===== config.mk =====
export PLATFORM = sky130hd
export DESIGN_NAME = rpsm_map
export DESIGN_NICKNAME = d
export VERILOG_FILES = /design/src/design/rpsm_pkg.sv /design/src/design/rpsm_map.sv
export SDC_FILE = /design/constraint.sdc
export NUM_CORES = 1
export LEC_CHECK = 0
export BUFFER_PORTS_ARGS = -buffer_cell sky130_fd_sc_hd__buf_4
export CAP_MARGIN = 30
export CELL_PAD_IN_SITES_DETAIL_PLACEMENT = 0
export CELL_PAD_IN_SITES_GLOBAL_PLACEMENT = 1
export CORE_MARGIN = 2
export CORE_UTILIZATION = 40
export CTS_CLUSTER_DIAMETER = 50
export DETAILED_ROUTE_END_ITERATION = 8
export GPL_TIMING_DRIVEN = 0
export PLACE_DENSITY = 0.81
export SLEW_MARGIN = 20
export SYNTH_ARGS = -nofsm -noshare
export SYNTH_HDL_FRONTEND = slang
export SYNTH_SLANG_ARGS = --single-unit

===== constraint.sdc =====
create_clock -name i_ref_clk -period 3.3 [get_ports i_ref_clk]
set_input_delay 0 -clock i_ref_clk [delete_from_list [all_inputs] [get_ports i_ref_clk]]
set_output_delay 0 -clock i_ref_clk [all_outputs]
set_load 0.005 [all_outputs]

===== src/design/rpsm_pkg.sv =====
// Purpose: Shared constants for the remappable pin select map block.
// Assumes: AXI4-Lite register access, 32-bit data, word aligned.
// Notes:   Offsets are byte addresses of 32-bit register slots.
package rpsm_pkg;
   localparam int          RPSM_NUM_PINS   = 26;     // Remappable pins
   localparam int          RPSM_NUM_OUT    = 14;     // Pins with output map
   localparam int          RPSM_NUM_OREG   = 7;      // Output map registers
   localparam int          RPSM_SEL_W      = 5;      // Selector width
   localparam int          RPSM_ADDR_W     = 6;      // Byte address width
   // Register byte offsets
   localparam logic [5:0]  RPSM_OFS_SS_IN  = 6'h00;  // Slave-select input map
   localparam logic [5:0]  RPSM_OFS_OUT0   = 6'h04;  // First output map reg
   localparam logic [5:0]  RPSM_OFS_STAT   = 6'h20;  // Live pin status
   // Field positions
   localparam int          RPSM_EVEN_LSB   = 0;      // Even pin field lsb
   localparam int          RPSM_ODD_LSB    = 8;      // Odd pin field lsb
   // Reset values
   localparam logic [4:0]  RPSM_SS_RESET   = 5'h1F;  // Input tied low
   localparam logic [4:0]  RPSM_OUT_RESET  = 5'h00;  // Port control
   // Selector codes
   localparam logic [4:0]  RPSM_SEL_MAXPIN = 5'h19;  // Highest pin index
   localparam logic [4:0]  RPSM_SEL_GND    = 5'h1F;  // Tie to ground
   // AXI responses
   localparam logic [1:0]  RPSM_RESP_OKAY  = 2'h0;
   localparam logic [1:0]  RPSM_RESP_SLVERR = 2'h2;
endpackage : rpsm_pkg


===== src/design/rpsm_map.sv =====
// Purpose: Remappable pin select map with an AXI4-Lite register slave.
// Assumes: All inputs except i_rst_b synchronous to i_ref_clk.
// Notes:   Function-to-peripheral table lives outside; this block only
//          reports the selected function code per pin.
//
// Local design decisions: register access over AXI4-Lite and the register addresses.
`timescale 1ns/1ns
module rpsm_map (
   input  wire logic        i_ref_clk,       // System clock
   input  wire logic        i_rst_b,         // Async reset, active low
   input  wire logic [5:0]  i_awaddr,        // AXI write address
   input  wire logic        i_awvalid,
   output logic             o_awready,
   input  wire logic [31:0] i_wdata,         // AXI write data
   input  wire logic [3:0]  i_wstrb,
   input  wire logic        i_wvalid,
   output logic             o_wready,
   output logic [1:0]       o_bresp,
   output logic             o_bvalid,
   input  wire logic        i_bready,
   input  wire logic [5:0]  i_araddr,        // AXI read address
   input  wire logic        i_arvalid,
   output logic             o_arready,
   output logic [31:0]      o_rdata,
   output logic [1:0]       o_rresp,
   output logic             o_rvalid,
   input  wire logic        i_rready,
   input  wire logic [25:0] i_remappable_pin_n,   // Pin input levels
   output logic             o_spi_slave_select_in, // To SPI module
   output logic [69:0]      o_pin_output_function, // 14 x 5-bit codes
   output logic [13:0]      o_pin_periph_owned     // Pin leaves port ctl
);

   // Selector storage, addressed by pin index
   logic [4:0]  spi_select_pin_choice;               // Input selector
   logic [4:0]  next_spi_select_pin_choice;
   logic [4:0]  out_sel      [0:13];                 // Output selectors
   logic [4:0]  next_out_sel [0:13];
   // Write channel capture; address and data may arrive in any order
   logic        aw_held, next_aw_held;
   logic        w_held,  next_w_held;
   logic [5:0]  aw_addr, next_aw_addr;
   logic [31:0] w_data,  next_w_data;
   logic [3:0]  w_strb,  next_w_strb;
   logic        bvalid,  next_bvalid;
   logic [1:0]  bresp,   next_bresp;
   // Read channel
   logic        rvalid,  next_rvalid;
   logic [31:0] rdata,   next_rdata;
   logic [1:0]  rresp,   next_rresp;
   logic        ss_level, next_ss_level;             // Registered SS in

   // Maps a byte address to an output register index, or 7 for none
   function automatic logic [2:0] oreg_index(input logic [5:0] a);
      logic [5:0] d;
      d = a - rpsm_pkg::RPSM_OFS_OUT0;
      if (a >= rpsm_pkg::RPSM_OFS_OUT0 && d[1:0] == 2'h0 &&
          d[5:2] < 4'(rpsm_pkg::RPSM_NUM_OREG))
         oreg_index = d[4:2];
      else
         oreg_index = 3'h7;
   endfunction : oreg_index

   // Combined write happens once both halves are held
   logic       do_write;
   logic [2:0] wr_idx;
   assign do_write = aw_held && w_held && !bvalid;
   assign wr_idx   = oreg_index(aw_addr);

   // Handshake outputs are combinational on held state
   assign o_awready = !aw_held && !bvalid;
   assign o_wready  = !w_held && !bvalid;
   assign o_arready = !rvalid;
   assign o_bvalid  = bvalid;
   assign o_bresp   = bresp;
   assign o_rvalid  = rvalid;
   assign o_rdata   = rdata;
   assign o_rresp   = rresp;

   // Write path next state
   always_comb begin
      next_aw_held = aw_held;
      next_w_held  = w_held;
      next_aw_addr = aw_addr;
      next_w_data  = w_data;
      next_w_strb  = w_strb;
      next_bvalid  = bvalid;
      next_bresp   = bresp;
      next_spi_select_pin_choice = spi_select_pin_choice;
      for (int i = 0; i < 14; i++) begin
         next_out_sel[i] = out_sel[i];
      end
      // Capture each channel as it is offered
      if (i_awvalid && o_awready) begin
         next_aw_held = 1'b1;
         next_aw_addr = i_awaddr;
      end
      if (i_wvalid && o_wready) begin
         next_w_held = 1'b1;
         next_w_data = i_wdata;
         next_w_strb = i_wstrb;
      end
      if (do_write) begin
         next_aw_held = 1'b0;
         next_w_held  = 1'b0;
         next_bvalid  = 1'b1;
         next_bresp   = rpsm_pkg::RPSM_RESP_OKAY;
         if (aw_addr == rpsm_pkg::RPSM_OFS_SS_IN) begin
            // Only the low five bits exist; others ignored
            if (w_strb[0]) begin
               next_spi_select_pin_choice = w_data[4:0];
            end
         end else if (wr_idx != 3'h7) begin
            // Even pin in byte 0, odd pin in byte 1; a lane without its
            // strobe keeps its selector, so one pin can change alone
            if (w_strb[0]) begin
               next_out_sel[2*wr_idx] =
                  w_data[rpsm_pkg::RPSM_EVEN_LSB +: 5];
            end
            if (w_strb[1]) begin
               next_out_sel[2*wr_idx+1] =
                  w_data[rpsm_pkg::RPSM_ODD_LSB +: 5];
            end
         end else if (aw_addr != rpsm_pkg::RPSM_OFS_STAT) begin
            next_bresp = rpsm_pkg::RPSM_RESP_SLVERR;  // Unmapped
         end
      end
      if (bvalid && i_bready) begin
         next_bvalid = 1'b0;
      end
   end

   // Write path registers
   always_ff @(posedge i_ref_clk or negedge i_rst_b) begin
      if (!i_rst_b) begin
         aw_held <= 1'b0;
         w_held  <= 1'b0;
         aw_addr <= 6'h00;
         w_data  <= 32'h0000_0000;
         w_strb  <= 4'h0;
         bvalid  <= 1'b0;
         bresp   <= 2'h0;
         spi_select_pin_choice <= rpsm_pkg::RPSM_SS_RESET;
         for (int i = 0; i < 14; i++) begin
            out_sel[i] <= rpsm_pkg::RPSM_OUT_RESET;
         end
      end else begin
         aw_held <= next_aw_held;
         w_held  <= next_w_held;
         aw_addr <= next_aw_addr;
         w_data  <= next_w_data;
         w_strb  <= next_w_strb;
         bvalid  <= next_bvalid;
         bresp   <= next_bresp;
         spi_select_pin_choice <= next_spi_select_pin_choice;
         for (int i = 0; i < 14; i++) begin
            out_sel[i] <= next_out_sel[i];
         end
      end
   end

   // Read path next state
   always_comb begin
      logic [2:0] ri;
      ri          = oreg_index(i_araddr);
      next_rvalid = rvalid;
      next_rdata  = rdata;
      next_rresp  = rresp;
      if (i_arvalid && o_arready) begin
         next_rvalid = 1'b1;
         next_rresp  = rpsm_pkg::RPSM_RESP_OKAY;
         next_rdata  = 32'h0000_0000;
         if (i_araddr == rpsm_pkg::RPSM_OFS_SS_IN) begin
            next_rdata[4:0] = spi_select_pin_choice;
         end else if (ri != 3'h7) begin
            next_rdata[rpsm_pkg::RPSM_EVEN_LSB +: 5] = out_sel[2*ri];
            next_rdata[rpsm_pkg::RPSM_ODD_LSB +: 5] = out_sel[2*ri+1];
         end else if (i_araddr == rpsm_pkg::RPSM_OFS_STAT) begin
            next_rdata[0]    = ss_level;                   // Live state
            next_rdata[29:16] = o_pin_periph_owned;
         end else begin
            next_rresp = rpsm_pkg::RPSM_RESP_SLVERR;
         end
      end else if (rvalid && i_rready) begin
         next_rvalid = 1'b0;
      end
   end

   // Slave-select routing: pin index or ground
   always_comb begin
      if (spi_select_pin_choice <= rpsm_pkg::RPSM_SEL_MAXPIN)
         next_ss_level = i_remappable_pin_n[spi_select_pin_choice];
      else
         next_ss_level = 1'b0;  // other unused codes also tie low
   end

   // Read path and routed input registers
   always_ff @(posedge i_ref_clk or negedge i_rst_b) begin
      if (!i_rst_b) begin
         rvalid   <= 1'b0;
         rdata    <= 32'h0000_0000;
         rresp    <= 2'h0;
         ss_level <= 1'b0;
      end else begin
         rvalid   <= next_rvalid;
         rdata    <= next_rdata;
         rresp    <= next_rresp;
         ss_level <= next_ss_level;
      end
   end
   assign o_spi_slave_select_in = ss_level;

   // Output function codes; zero means ordinary port control
   always_comb begin
      for (int i = 0; i < 14; i++) begin
         o_pin_output_function[5*i +: 5] = out_sel[i];
         o_pin_periph_owned[i] = (out_sel[i] != 5'h00);
      end
   end

   // Assertions: write decode, routing and readback
   ss_ground_a: assert property (
      @(posedge i_ref_clk) disable iff (!i_rst_b)
      spi_select_pin_choice == rpsm_pkg::RPSM_SEL_GND
      |=> !o_spi_slave_select_in)
      else $error("slave select not tied low");
   // Codes past the last pin must never leak a pin level through
   code_high_a: assert property (
      @(posedge i_ref_clk) disable iff (!i_rst_b)
      spi_select_pin_choice > rpsm_pkg::RPSM_SEL_MAXPIN
      |=> !o_spi_slave_select_in)
      else $error("unused code not tied low");
   ss_route_a: assert property (
      @(posedge i_ref_clk) disable iff (!i_rst_b)
      spi_select_pin_choice <= rpsm_pkg::RPSM_SEL_MAXPIN
      |=> o_spi_slave_select_in ==
          $past(i_remappable_pin_n[spi_select_pin_choice]))
      else $error("slave select not routed from pin");
   ss_field_a: assert property (
      @(posedge i_ref_clk) disable iff (!i_rst_b)
      do_write && aw_addr == rpsm_pkg::RPSM_OFS_SS_IN && w_strb[0]
      |=> spi_select_pin_choice == $past(w_data[4:0]))
      else $error("input selector write lost");
   odd_field_a: assert property (
      @(posedge i_ref_clk) disable iff (!i_rst_b)
      do_write && wr_idx == 3'h0 && w_strb[1]
      |=> out_sel[1] == $past(w_data[12:8]))
      else $error("odd selector write lost");
   out_code_a: assert property (
      @(posedge i_ref_clk) disable iff (!i_rst_b)
      do_write && wr_idx == 3'h6 && w_strb[0]
      |=> o_pin_output_function[64:60] == $past(w_data[4:0]))
      else $error("pin output code not updated");
   // A lane without its strobe must keep the old selector
   strb_keep_a: assert property (
      @(posedge i_ref_clk) disable iff (!i_rst_b)
      do_write && wr_idx == 3'h1 && !w_strb[0]
      |=> out_sel[2] == $past(out_sel[2]))
      else $error("unstrobed selector changed");
   bad_addr_a: assert property (
      @(posedge i_ref_clk) disable iff (!i_rst_b)
      do_write && wr_idx == 3'h7 &&
      aw_addr != rpsm_pkg::RPSM_OFS_SS_IN &&
      aw_addr != rpsm_pkg::RPSM_OFS_STAT
      |=> o_bresp == rpsm_pkg::RPSM_RESP_SLVERR)
      else $error("unmapped write not refused");
   rd_zero_a: assert property (
      @(posedge i_ref_clk) disable iff (!i_rst_b)
      i_arvalid && o_arready && i_araddr != rpsm_pkg::RPSM_OFS_STAT
      |=> o_rdata[31:13] == 19'h0 && o_rdata[7:5] == 3'h0)
      else $error("unimplemented bits not zero");
   ss_read_a: assert property (
      @(posedge i_ref_clk) disable iff (!i_rst_b)
      i_arvalid && o_arready && i_araddr == rpsm_pkg::RPSM_OFS_SS_IN
      |=> o_rdata[4:0] == $past(spi_select_pin_choice) &&
          o_rdata[31:5] == 27'h000_0000)
      else $error("input selector readback wrong");
   rd_field_a: assert property (
      @(posedge i_ref_clk) disable iff (!i_rst_b)
      i_arvalid && o_arready && i_araddr == rpsm_pkg::RPSM_OFS_OUT0
      |=> o_rdata[4:0] == $past(out_sel[0]) &&
          o_rdata[12:8] == $past(out_sel[1]))
      else $error("output selector readback wrong");
   port_ctl_a: assert property (
      @(posedge i_ref_clk) disable iff (!i_rst_b)
      do_write && wr_idx == 3'h0 && w_strb[0] && w_data[4:0] == 5'h00
      |=> !o_pin_periph_owned[0])
      else $error("zero code not port control");
   // Checked without the disable so the released values are seen
   rst_val_a: assert property (
      @(posedge i_ref_clk)
      $rose(i_rst_b)
      |-> spi_select_pin_choice == rpsm_pkg::RPSM_SS_RESET &&
          out_sel[0] == rpsm_pkg::RPSM_OUT_RESET &&
          out_sel[13] == rpsm_pkg::RPSM_OUT_RESET)
      else $error("reset values wrong");
   wr_resp_a: assert property (
      @(posedge i_ref_clk) disable iff (!i_rst_b)
      do_write |=> o_bvalid)
      else $error("write response missing");
   // Main scenarios: bus traffic, ground code, top pin, refused write
   cv_write: cover property (@(posedge i_ref_clk) do_write);
   cv_read: cover property (@(posedge i_ref_clk) o_rvalid && i_rready);
   cv_gnd: cover property (@(posedge i_ref_clk)
      spi_select_pin_choice == rpsm_pkg::RPSM_SEL_GND);
   cv_pin25: cover property (@(posedge i_ref_clk)
      spi_select_pin_choice == rpsm_pkg::RPSM_SEL_MAXPIN);
   cv_slverr: cover property (@(posedge i_ref_clk)
      o_bvalid && o_bresp == rpsm_pkg::RPSM_RESP_SLVERR);

endmodule : rpsm_map


==> impl_metrics.toml, run 1 <==
[synthesis]
synth-seq-cells = 124
synthMuxAreaShare_pct = 20.9
synth.cell_area_sq_um = 6440
synth_top_area_share_pct = 46.2
postSynth.asyncResetShare_pct = 100
synth_area_per_cell_sq_um = 11.5
ys.flop_type = "dfrtp_1"
synth-edff-count = 0
synth-simple-area-share_pct = 13.7
synth_xor_area_share_pct = 0.816
yosys.area_share.adder_pct = 1.17
yosysTopAreaCell = "dfrtp_1"
ys_types = 59
synth_compound_gate_area_share_pct = 11.8
syn_inst = 562
ys_warn_count = 0
synth-seq-area-share_pct = 48.3
synth_top_family_by_area = "multiplexers"
yosys-top-cells-area = "dfrtp_1 (46%), mux2_2 (16%), nor2_1 (2.6%)"

[setup_path]
crit_path_start = "aw_addr[2]"
arrival_ns = 2.97
cp_max_fo = 10
crit_path_start_kind = "flip-flop"
path_class = "flip-flop to flip-flop"
endpoint_kind = "flip-flop"
r2r-start = "aw_addr[2]"
required_ns = 3.59

[run]
maxCapViolCount = 0

[placed_design]
hpwlAfterDp_microns = 14600
dpl_worst_slack_ns = 0.403
io_buffers = 172
gp_congestion = 0.834

[timing]
fin_setup_tns_ns = 0
tightest_slew_ns = 0.886
post-route-min-period_ns = 2.68
skew_ns = 0.00490
relSlewSlack_pct = 40.6
final_hold_viol_count = 0
max_freq_mhz = 373
setup_slack_ns = 0.619
rsz0062_at_grt = "no"
slew_viol_final = 0
setup-violations-final = 0
post-route-period-util_pct = 81.2

[global_route]
grt_overflow = 0
grt_max_degree = 73
track_usage_pct = 23.1
grt_pass1_wl_microns = 29700
grt_antenna_before_repair = 0
grt_pass1_vias = 5300

[routing]
ant_nets = 0
routed_wl_microns = 19200
avgRoutedWirePerCell_microns = 18.9
dr_total_vias = 5332
dr.pass1.iters = 5
drc = 0
first_iter_violations = 356
via_per_inst = 5.25

[cts]
cts_buffer_depth = 2
cts_buffers = 17
root_buffer = "clkbuf_16"
clk_pin_slew_worst_paths_ns = 0.06
cts_tree = "done"
post_cts_resized = 0
clkLatencyLatePin_ns = 0.41
cts.sinks = 124
htreeDepth = 4

[die]
die_y_microns = 131
num_io_pins = 207
die_area_sq_um = 17100
coreArea_sq_um = 15800
initial_core_util_pct = 40.7
rows = 46
die-width_microns = 131

[pwr]
vdd_drop_max_uv = 418
p_total_uw = 6730
p_leak_uw = 0.00440
power_density_nw_per_um2 = 756

[min_path]
hp-class = "input port to flip-flop"
min_from = "i_araddr[1]"

[outcome]
status = "completed"

[finish]
syn2layout_area_growth_pct = 38.1
diodes = 0
fillerInstances = 1450
nets = 873
drive_gt1_share_pct = 42.4
[cells by family after synthesis]
group           Yosys count
simple gates            157
flops                   124
mux                     115
compound gates          113
buf+inv                  43
fa+ha+maj                 6
xor+xnor                  3
other cells               1
[worst paths after layout]
check	to	slack [ns]	cells after the start
max	o_pin_output_function[38]	0.62	7
min	o_rresp[1]	0.02	3
max reg2reg	o_pin_output_function[38]	0.62	7
min reg2reg	o_rdata[21]	0.48	1
max in group asynchronous	o_pin_output_function[38]	2.46	3
min in group asynchronous	w_data[2]	0.12	2
[synthesized netlist by cell type (2+ instances only)]
master,number
mux2_2,93
inv_1,12
nor2_1,44
o211ai_1,4
a211oi_1,9
ha_1,6
inv_2,2
nand2b_1,4
clkbuf_1,14
o31ai_1,13
a2111oi_0,5
nor3b_1,7
nand3_1,7
or2b_1,4
a21oi_1,29
a22oi_1,5
mux4_2,6
a21o_1,15
mux2i_1,13
o21ai_0,18
dfrtp_1,119
nor3_1,17
and2_1,6
buf_4,10
nand4_1,6
nor4_1,2
nor2b_1,2
nor4_4,6
nand2_1,42
and3_1,2
o22ai_1,5
buf_2,2
dfstp_2,5
mux2_1,3
[area by class of cell]
type,instances,area (sq um),share of cell area [%]
clock buffers,23,488,5.48
inverters,14,52.6,0.591
repair buffers,196,1550,17.5
flip-flops and latches,124,3110,34.9
plain buffers,29,158,1.77
multi-input cells,404,3160,35.5
clock inverters,9,111,1.25
well taps,216,270,3.04
[registers in the layout, indices dropped and copies added, names as in the netlist]
register,flops
o_bresp,1
w_held,1
w_data,10
o_rdata,24
o_spi_slave_select_in,1
w_strb,2
spi_select_pin_choice,5
o_rresp,1
o_rvalid,1
o_bvalid,1
aw_held,1
o_pin_output_function,70
aw_addr,6
[cell usage in the layout (no fill, tap or decap), drive strengths merged, types with 5 or more instances in the layout]
cell type      n
buf          187
dfrtp        119
mux2          96
nor2          44
nand2         42
clkbuf        38
a21oi         29
dlygate4sd3   23
o21ai         20
nor3          17
a21o          15
inv           14
mux2i         13
o31ai         13
conb          10
a211oi         9
nor4           8
nand3          7
nor3b          7
and2           7
mux4           6
nand4          6
ha             6
a22oi          6
a2111oi        6
o22ai          5
clkinvlp       5
dfstp          5
[through the flow]
step                      utilization [%]  std cells  hold WS (ns)  area (sq um)
after global placement               50.8        959         0.175          8040
final                                56.2       1015        0.0233          8900
after floorplan                         -        571        -0.296          6470
after detailed placement             51.0        960     -0.000681          8070
after CTS                            56.2       1015        0.0110          8900
after global routing                 56.2       1015        0.0437          8900
[critical path, cell delays in order (launching register included)]
cell	delay, ns
dfrtp_1	0.49
inv_2	0.12
ha_1	0.30
xnor2_4	0.38
buf_2	0.30
nand3_1	0.11
nor2_1	0.44
mux2_2	0.40
[where the power goes]
| part | switching, uW | internal [uW] |
|---|---|---|
| clock network | 660 | 1190 |
| logic | 1120 | 1270 |
| registers | 586 | 1910 |
| total | 2360 | 4370 |
[what timing repair did]
item                      4_1_cts  5_1_grt
hold endpoints to repair       74        0
setup buffers                   0        0
hold buffers                   23        0
[per-layer routing]
layer	vias up	track usage, %	routed length (microns)
li1	2506	-	-
met1	2622	30.7	8210
met2	182	38.0	9480
met3	22	5.62	1150
met4	0	6.51	330
met5	-	0	0
(Power assumes the default switching activity.)
==> run 2, diff against run 1 <==
--- a/config.mk
+++ b/config.mk
@@ -5,12 +5,13 @@
 export SDC_FILE = /design/constraint.sdc
 export NUM_CORES = 1
 export LEC_CHECK = 0
+export ABC_AREA = 1
 export BUFFER_PORTS_ARGS = -buffer_cell sky130_fd_sc_hd__buf_4
 export CAP_MARGIN = 30
 export CELL_PAD_IN_SITES_DETAIL_PLACEMENT = 0
 export CELL_PAD_IN_SITES_GLOBAL_PLACEMENT = 1
 export CORE_MARGIN = 2
-export CORE_UTILIZATION = 40
+export CORE_UTILIZATION = 37
 export CTS_CLUSTER_DIAMETER = 50
 export DETAILED_ROUTE_END_ITERATION = 8
 export GPL_TIMING_DRIVEN = 0
==> constraint.sdc (replaced) <==
create_clock -name i_ref_clk -period 2.7 [get_ports i_ref_clk]
set_input_delay 0 -clock i_ref_clk [delete_from_list [all_inputs] [get_ports i_ref_clk]]
set_output_delay 0 -clock i_ref_clk [all_outputs]
set_load 0.005 [all_outputs]
==> impl_metrics.toml, run 2 <==
[placed_design]
placed_cells = 1171
hpwlAfterDp_microns = 15200
gp_congestion = 0.854
io_buffers = 172

[routing]
dr.pass1.iters = 5
avgRoutedWirePerCell_microns = 16.5
dr_total_vias = 6065
ant_nets = 0
drc = 0
first_iter_violations = 409
routed_wl_microns = 20300
via_per_inst = 4.93

[global_route]
grt_overflow = 0
grt_antenna_before_repair = 0
grt_max_degree = 91
grt_pass1_vias = 5619
grt_pass1_wl_microns = 31400
track_usage_pct = 22.7

[pwr]
vdd_drop_max_uv = 608
p_leak_uw = 0.00429
power_density_nw_per_um2 = 810
p_total_uw = 7140

[cts]
clk_pin_slew_worst_paths_ns = 0.05
cts_tree = "done"
htreeDepth = 4
cts_buffer_depth = 2
cts.sinks = 124
clkLatencyLatePin_ns = 0.42
root_buffer = "clkbuf_16"
cts_buffers = 17

[finish]
syn2layout_area_growth_pct = 39.6
diodes = 0
fillerInstances = 1639
mostFrequentLayoutCells = "nand2_1 (198), buf_4 (186), dfrtp_1 (118), inv_1 (61), nor2_1 (60)"
nets = 1083
final_util_pct = 53.0
instances_no_fill = 1229
largest_register_ffs = 70
register_area_sq_um = 3110
layout_commonest_cell = "nand2_1"
multiInputGateArea_sq_um = 2810
drive_gt1_share_pct = 26.8

[setup_path]
endpoint_kind = "flip-flop"
crit_path_top_delay_cell = "dfrtp_2"
r2r-start = "aw_addr[2]"
arrival_ns = 2.67
path_class = "flip-flop to flip-flop"
endpoint = "o_pin_output_function[4]"
crit_path_start = "aw_addr[2]"
required_ns = 2.99
cp_cell_sequence = "clkinvlp_4 > ha_1 > xnor2_2 > inv_1 > nand2_1 > nand2_2 > nor2_4 > o31ai_2 > nor2_8 > buf_12 > nand3_4 > nand2_1 > o21ai_1"
r2r-end = "o_pin_output_function[4]"
crit_top_cell = "nand2_1"
ff2ff_path_depth = 13
rrSetupSlack_ns = 0.32
cp_max_fo = 10
crit_path_start_kind = "flip-flop"
max_stage_delay_ns = 0.41

[timing]
hold_slack_ns = 0.0265
rsz0062_at_grt = "no"
tightest_slew_ns = 0.759
final_hold_viol_count = 0
post-route-period-util_pct = 88.2
relSlewSlack_pct = 49.0
skew_ns = 0.00570
setup-violations-final = 0
fin_setup_tns_ns = 0
post-route-min-period_ns = 2.38
max_freq_mhz = 420
slew_viol_final = 0

[synthesis]
yosysTopAreaCell = "dfrtp_1"
postSynth.asyncResetShare_pct = 100
synth.most_common_cell = "nand2_1"
synth-edff-count = 0
synth_top_area_share_pct = 47.2
ys_warn_count = 0
ys_types = 41
synth.cell_area_sq_um = 6310
synth-seq-area-share_pct = 49.2
synth-seq-cells = 124
synth_area_per_cell_sq_um = 8.21
yosys-top-cells-area = "dfrtp_1 (47%), nand2_1 (12%), nand3_1 (4.5%)"
ys.flop_type = "dfrtp_1"
syn_inst = 769
synthTopCellsByCount = "nand2_1 (198), dfrtp_1 (119), inv_1 (62), nor2_1 (60), nand3_1 (57)"

[die]
rows = 47
num_io_pins = 207
coreArea_sq_um = 16600
die_area_sq_um = 18100
initial_core_util_pct = 37.9
die_y_microns = 135
die-width_microns = 135

[min_path]
hp-class = "input port to async pin"

[run]
maxCapViolCount = 0

[outcome]
status = "completed"
-- run 2: changes by cell type in the layout (fill, tap and decap cells not counted), moves of 7 or more --
cell      previous run  this run
mux2i_1             13         1
a211oi_1             9         0
nor2_1              44        60
nor3b_1              7         0
nand3_1              7        57
a21o_1              15         0
nand2_1             42       198
nand3_4              0        10
o21ai_1              1        53
inv_1               12        61
mux2_2              93         5
o31ai_1             13         1
o21ai_0             18        55
-- run 2: metrics by stage --
step / cell area (sq um) / setup slack [ns]
after detailed placement: 7950 / -0.0270
after floorplan: 6350 / 0.312
after global placement: 7910 / -0.0124
after global routing: 8810 / 0.0849
after CTS: 8780 / 0.110
final: 8810 / 0.318
-- run 2: cells by family after synthesis --
family                   after synthesis  synth area share [%]
AND/OR/NAND/NOR                      368                  27.2
AO/OA/AOI/OAI                        166                  14.3
flip-flops                           124                  49.2
buffers and inverters                 97                  6.76
adder cells (fa/ha/maj)                6                  1.19
multiplexers                           6                  1.05
other                                  1                0.0594
XOR/XNOR                               1                 0.258
-- run 2: worst min path at each step --
stage	start	endpoint	slack (ns)	depth (start not counted)
2_1_floorplan	i_rst_b	aw_addr[0]	-0.30	0
3_3_place_gp	i_bready	o_bvalid	0.17	2
3_5_place_dp	i_rst_b	o_bvalid	-0.11	1
4_1_cts	i_araddr[4]	o_rdata[4]	0.007	4
5_1_grt	i_rst_b	o_bvalid	0.04	2
6_report	i_rst_b	o_bvalid	0.03	2
-- run 2: worst max-delay path: cells and delay by family, from the launching register on --
family	cells	cell delay [ns]
adder cells (fa/ha/maj)	1	0.24
AO/OA/AOI/OAI	2	0.20
buffers and inverters	3	0.41
AND/OR/NAND/NOR	6	0.75
XOR/XNOR	1	0.24
flip-flops	1	0.41
-- run 2: repair_timing --
action                     4_1_cts  5_1_grt
setup endpoints to repair       30       69
hold endpoints to repair       139        0
resized for setup                1        1
hold buffers                    22        0
buffers inserted                 0        4
pin swaps                        0        1
-- run 2: routing by layer --
layer	part of all wire [%]	GRT usage, %
met3	7.1	6.98
met2	46	34.4
met5	0	0
met1	46	31.7
met4	1.1	6.02
-- run 2: layout make-up --
class | count | share of cell area [%]
Sequential cell | 124 | 35.3
Multi-Input combinational cell | 557 | 31.9
Timing Repair Buffer | 199 | 17.9
Clock buffer | 26 | 6.01
Tap cell | 220 | 3.12
Inverter | 64 | 2.77
Buffer | 33 | 2.12
Clock inverter | 6 | 0.909
-- run 2: power by group --
| part | leakage, uW | switching [uW] | internal, uW | total, uW |
|---|---|---|---|---|
| sequential | 0.00162 | 317 | 2230 | 2540 |
| clock | 0.000306 | 800 | 1520 | 2320 |
| combinational | 0.00236 | 1340 | 933 | 2270 |
| total | 0.00429 | 2460 | 4680 | 7140 |
==> run 3, diff against run 2 <==
--- a/config.mk
+++ b/config.mk
@@ -7,7 +7,7 @@
 export LEC_CHECK = 0
 export ABC_AREA = 1
 export BUFFER_PORTS_ARGS = -buffer_cell sky130_fd_sc_hd__buf_4
-export CAP_MARGIN = 30
+export CAP_MARGIN = 20
 export CELL_PAD_IN_SITES_DETAIL_PLACEMENT = 0
 export CELL_PAD_IN_SITES_GLOBAL_PLACEMENT = 1
 export CORE_MARGIN = 2
@@ -16,6 +16,7 @@
 export DETAILED_ROUTE_END_ITERATION = 8
 export GPL_TIMING_DRIVEN = 0
 export PLACE_DENSITY = 0.81
+export REMOVE_ABC_BUFFERS = 1
 export SLEW_MARGIN = 20
 export SYNTH_ARGS = -nofsm -noshare
 export SYNTH_HDL_FRONTEND = slang
==> impl_metrics.toml, run 3 (same netlist as run 2, synthesis figures left out) <==
[outcome]
status = "completed"

[finish]
largest_register_ffs = 70
drive_gt1_share_pct = 27.5
nets = 1061
diodes = 0
instances_no_fill = 1207
layout_commonest_cell = "nand2_1"
mostFrequentLayoutCells = "nand2_1 (195), buf_4 (183), dfrtp_1 (118), nor2_1 (60), inv_1 (59)"
fillerInstances = 1600
syn2layout_area_growth_pct = 39.0
final_util_pct = 52.7

[placed_design]
io_buffers = 172
dpl_worst_slack_ns = -0.728
placed_cells = 1138
hpwlAfterDp_microns = 14200
gp_congestion = 0.843

[cts]
clk_pin_slew_worst_paths_ns = 0.06
clkLatencyLatePin_ns = 0.41
cts.sinks = 124
root_buffer = "clkbuf_16"
htreeDepth = 4
cts_tree = "done"
cts_buffer_depth = 2
cts_buffers = 17

[pwr]
vdd_drop_max_uv = 591
p_leak_uw = 0.00422
power_density_nw_per_um2 = 829

[timing]
relSlewSlack_pct = 42.9
fin_setup_tns_ns = 0
setup_slack_ns = 0.112
tightest_slew_ns = 0.856
post-route-period-util_pct = 95.8
setup-violations-final = 0
final_hold_viol_count = 0
skew_ns = 0.00493
post-route-min-period_ns = 2.59
max_freq_mhz = 386
slew_viol_final = 0

[routing]
dr_total_vias = 6027
drc = 0
first_iter_violations = 278
via_per_inst = 4.99
dr.pass1.iters = 4
routed_wl_microns = 20100
ant_nets = 0
avgRoutedWirePerCell_microns = 16.6

[global_route]
grt_antenna_before_repair = 0
track_usage_pct = 22.2
grt_max_degree = 85
grt_overflow = 0
grt_pass1_wl_microns = 30900
grt_pass1_vias = 5739

[die]
die_area_sq_um = 18100
die_y_microns = 135
num_io_pins = 207
die-width_microns = 135
rows = 47
coreArea_sq_um = 16600
initial_core_util_pct = 37.9

[setup_path]
cp_max_fo = 7
arrival_ns = 2.88
endpoint_kind = "flip-flop"
required_ns = 2.99
crit_path_top_delay_cell = "dfrtp_2"
max_stage_delay_ns = 0.47
path_class = "flip-flop to flip-flop"
path_delay_family = "simple AND/OR/NAND/NOR gates"
cp_cell_sequence = "clkinvlp_4 > ha_1 > xnor2_2 > inv_1 > nand2_1 > nand2_2 > nor2_4 > nand3_1 > nor2_2 > nand3_1 > nand2_1 > o21ai_1"
crit_path_start_kind = "flip-flop"
crit_buf_inv = 2

[run]
maxCapViolCount = 0

[min_path]
hp-class = "input port to async pin"
run 3: where the power goes:
group / switching [uW] / internal [uW] / total (uW)
combinational: 1260 / 951 / 2210
clock: 821 / 1580 / 2410
sequential: 436 / 2220 / 2660
total: 2510 / 4760 / 7270
run 3: repair_timing:
item / CTS / global route
hold endpoints to repair: 140 / 0
setup buffers: 6 / 7
gates cloned: 0 / 1
hold buffers: 23 / 0
pin swaps: 1 / 2
resized for setup: 3 / 7
setup endpoints to repair: 73 / 87
run 3: through the flow:
step,hold WS [ns],power [uW],area (sq um)
after floorplan,-0.296,3600,6160
after global placement,0.171,4680,7730
after detailed placement,-0.0943,4720,7760
after CTS,0.0333,7200,8680
after global routing,0.0754,7670,8770
final,0.0498,7270,8770
run 3: routing by layer:
layer	vias to the layer above	track usage, %	share of wire, %
li1	2962	-	-
met4	0	7.78	2.2
met2	175	35.5	47
met5	-	0	0
met1	2856	29.1	45
met3	34	6.16	6.4
run 3: cell type report:
| class | instances | area, sq um | area share (%) |
|---|---|---|---|
| sequential | 124 | 3110 | 35.4 |
| multi-input combinational | 558 | 2850 | 32.4 |
| timing repair buffer | 209 | 1670 | 19.0 |
| clock buffer | 20 | 457 | 5.20 |
| tap | 220 | 275 | 3.14 |
| inverter | 64 | 251 | 2.87 |
| clock inverter | 12 | 169 | 1.92 |
run 3: path summary, 6_finish.rpt:
| path | startpoint | end | slack [ns] | depth (start not counted) |
|---|---|---|---|---|
| hold / removal | i_rst_b | w_data[12] | 0.05 | 2 |
| setup / recovery | aw_addr[2] | o_pin_output_function[6] | 0.11 | 12 |
| hold reg to reg | o_rdata[20] | o_rdata[20] | 0.48 | 2 |
| max in group asynchronous | i_rst_b | spi_select_pin_choice[0] | 1.89 | 3 |
| setup reg to reg | aw_addr[2] | o_pin_output_function[6] | 0.11 | 12 |
| min in group i_ref_clk | i_araddr[5] | o_rdata[29] | 0.05 | 5 |
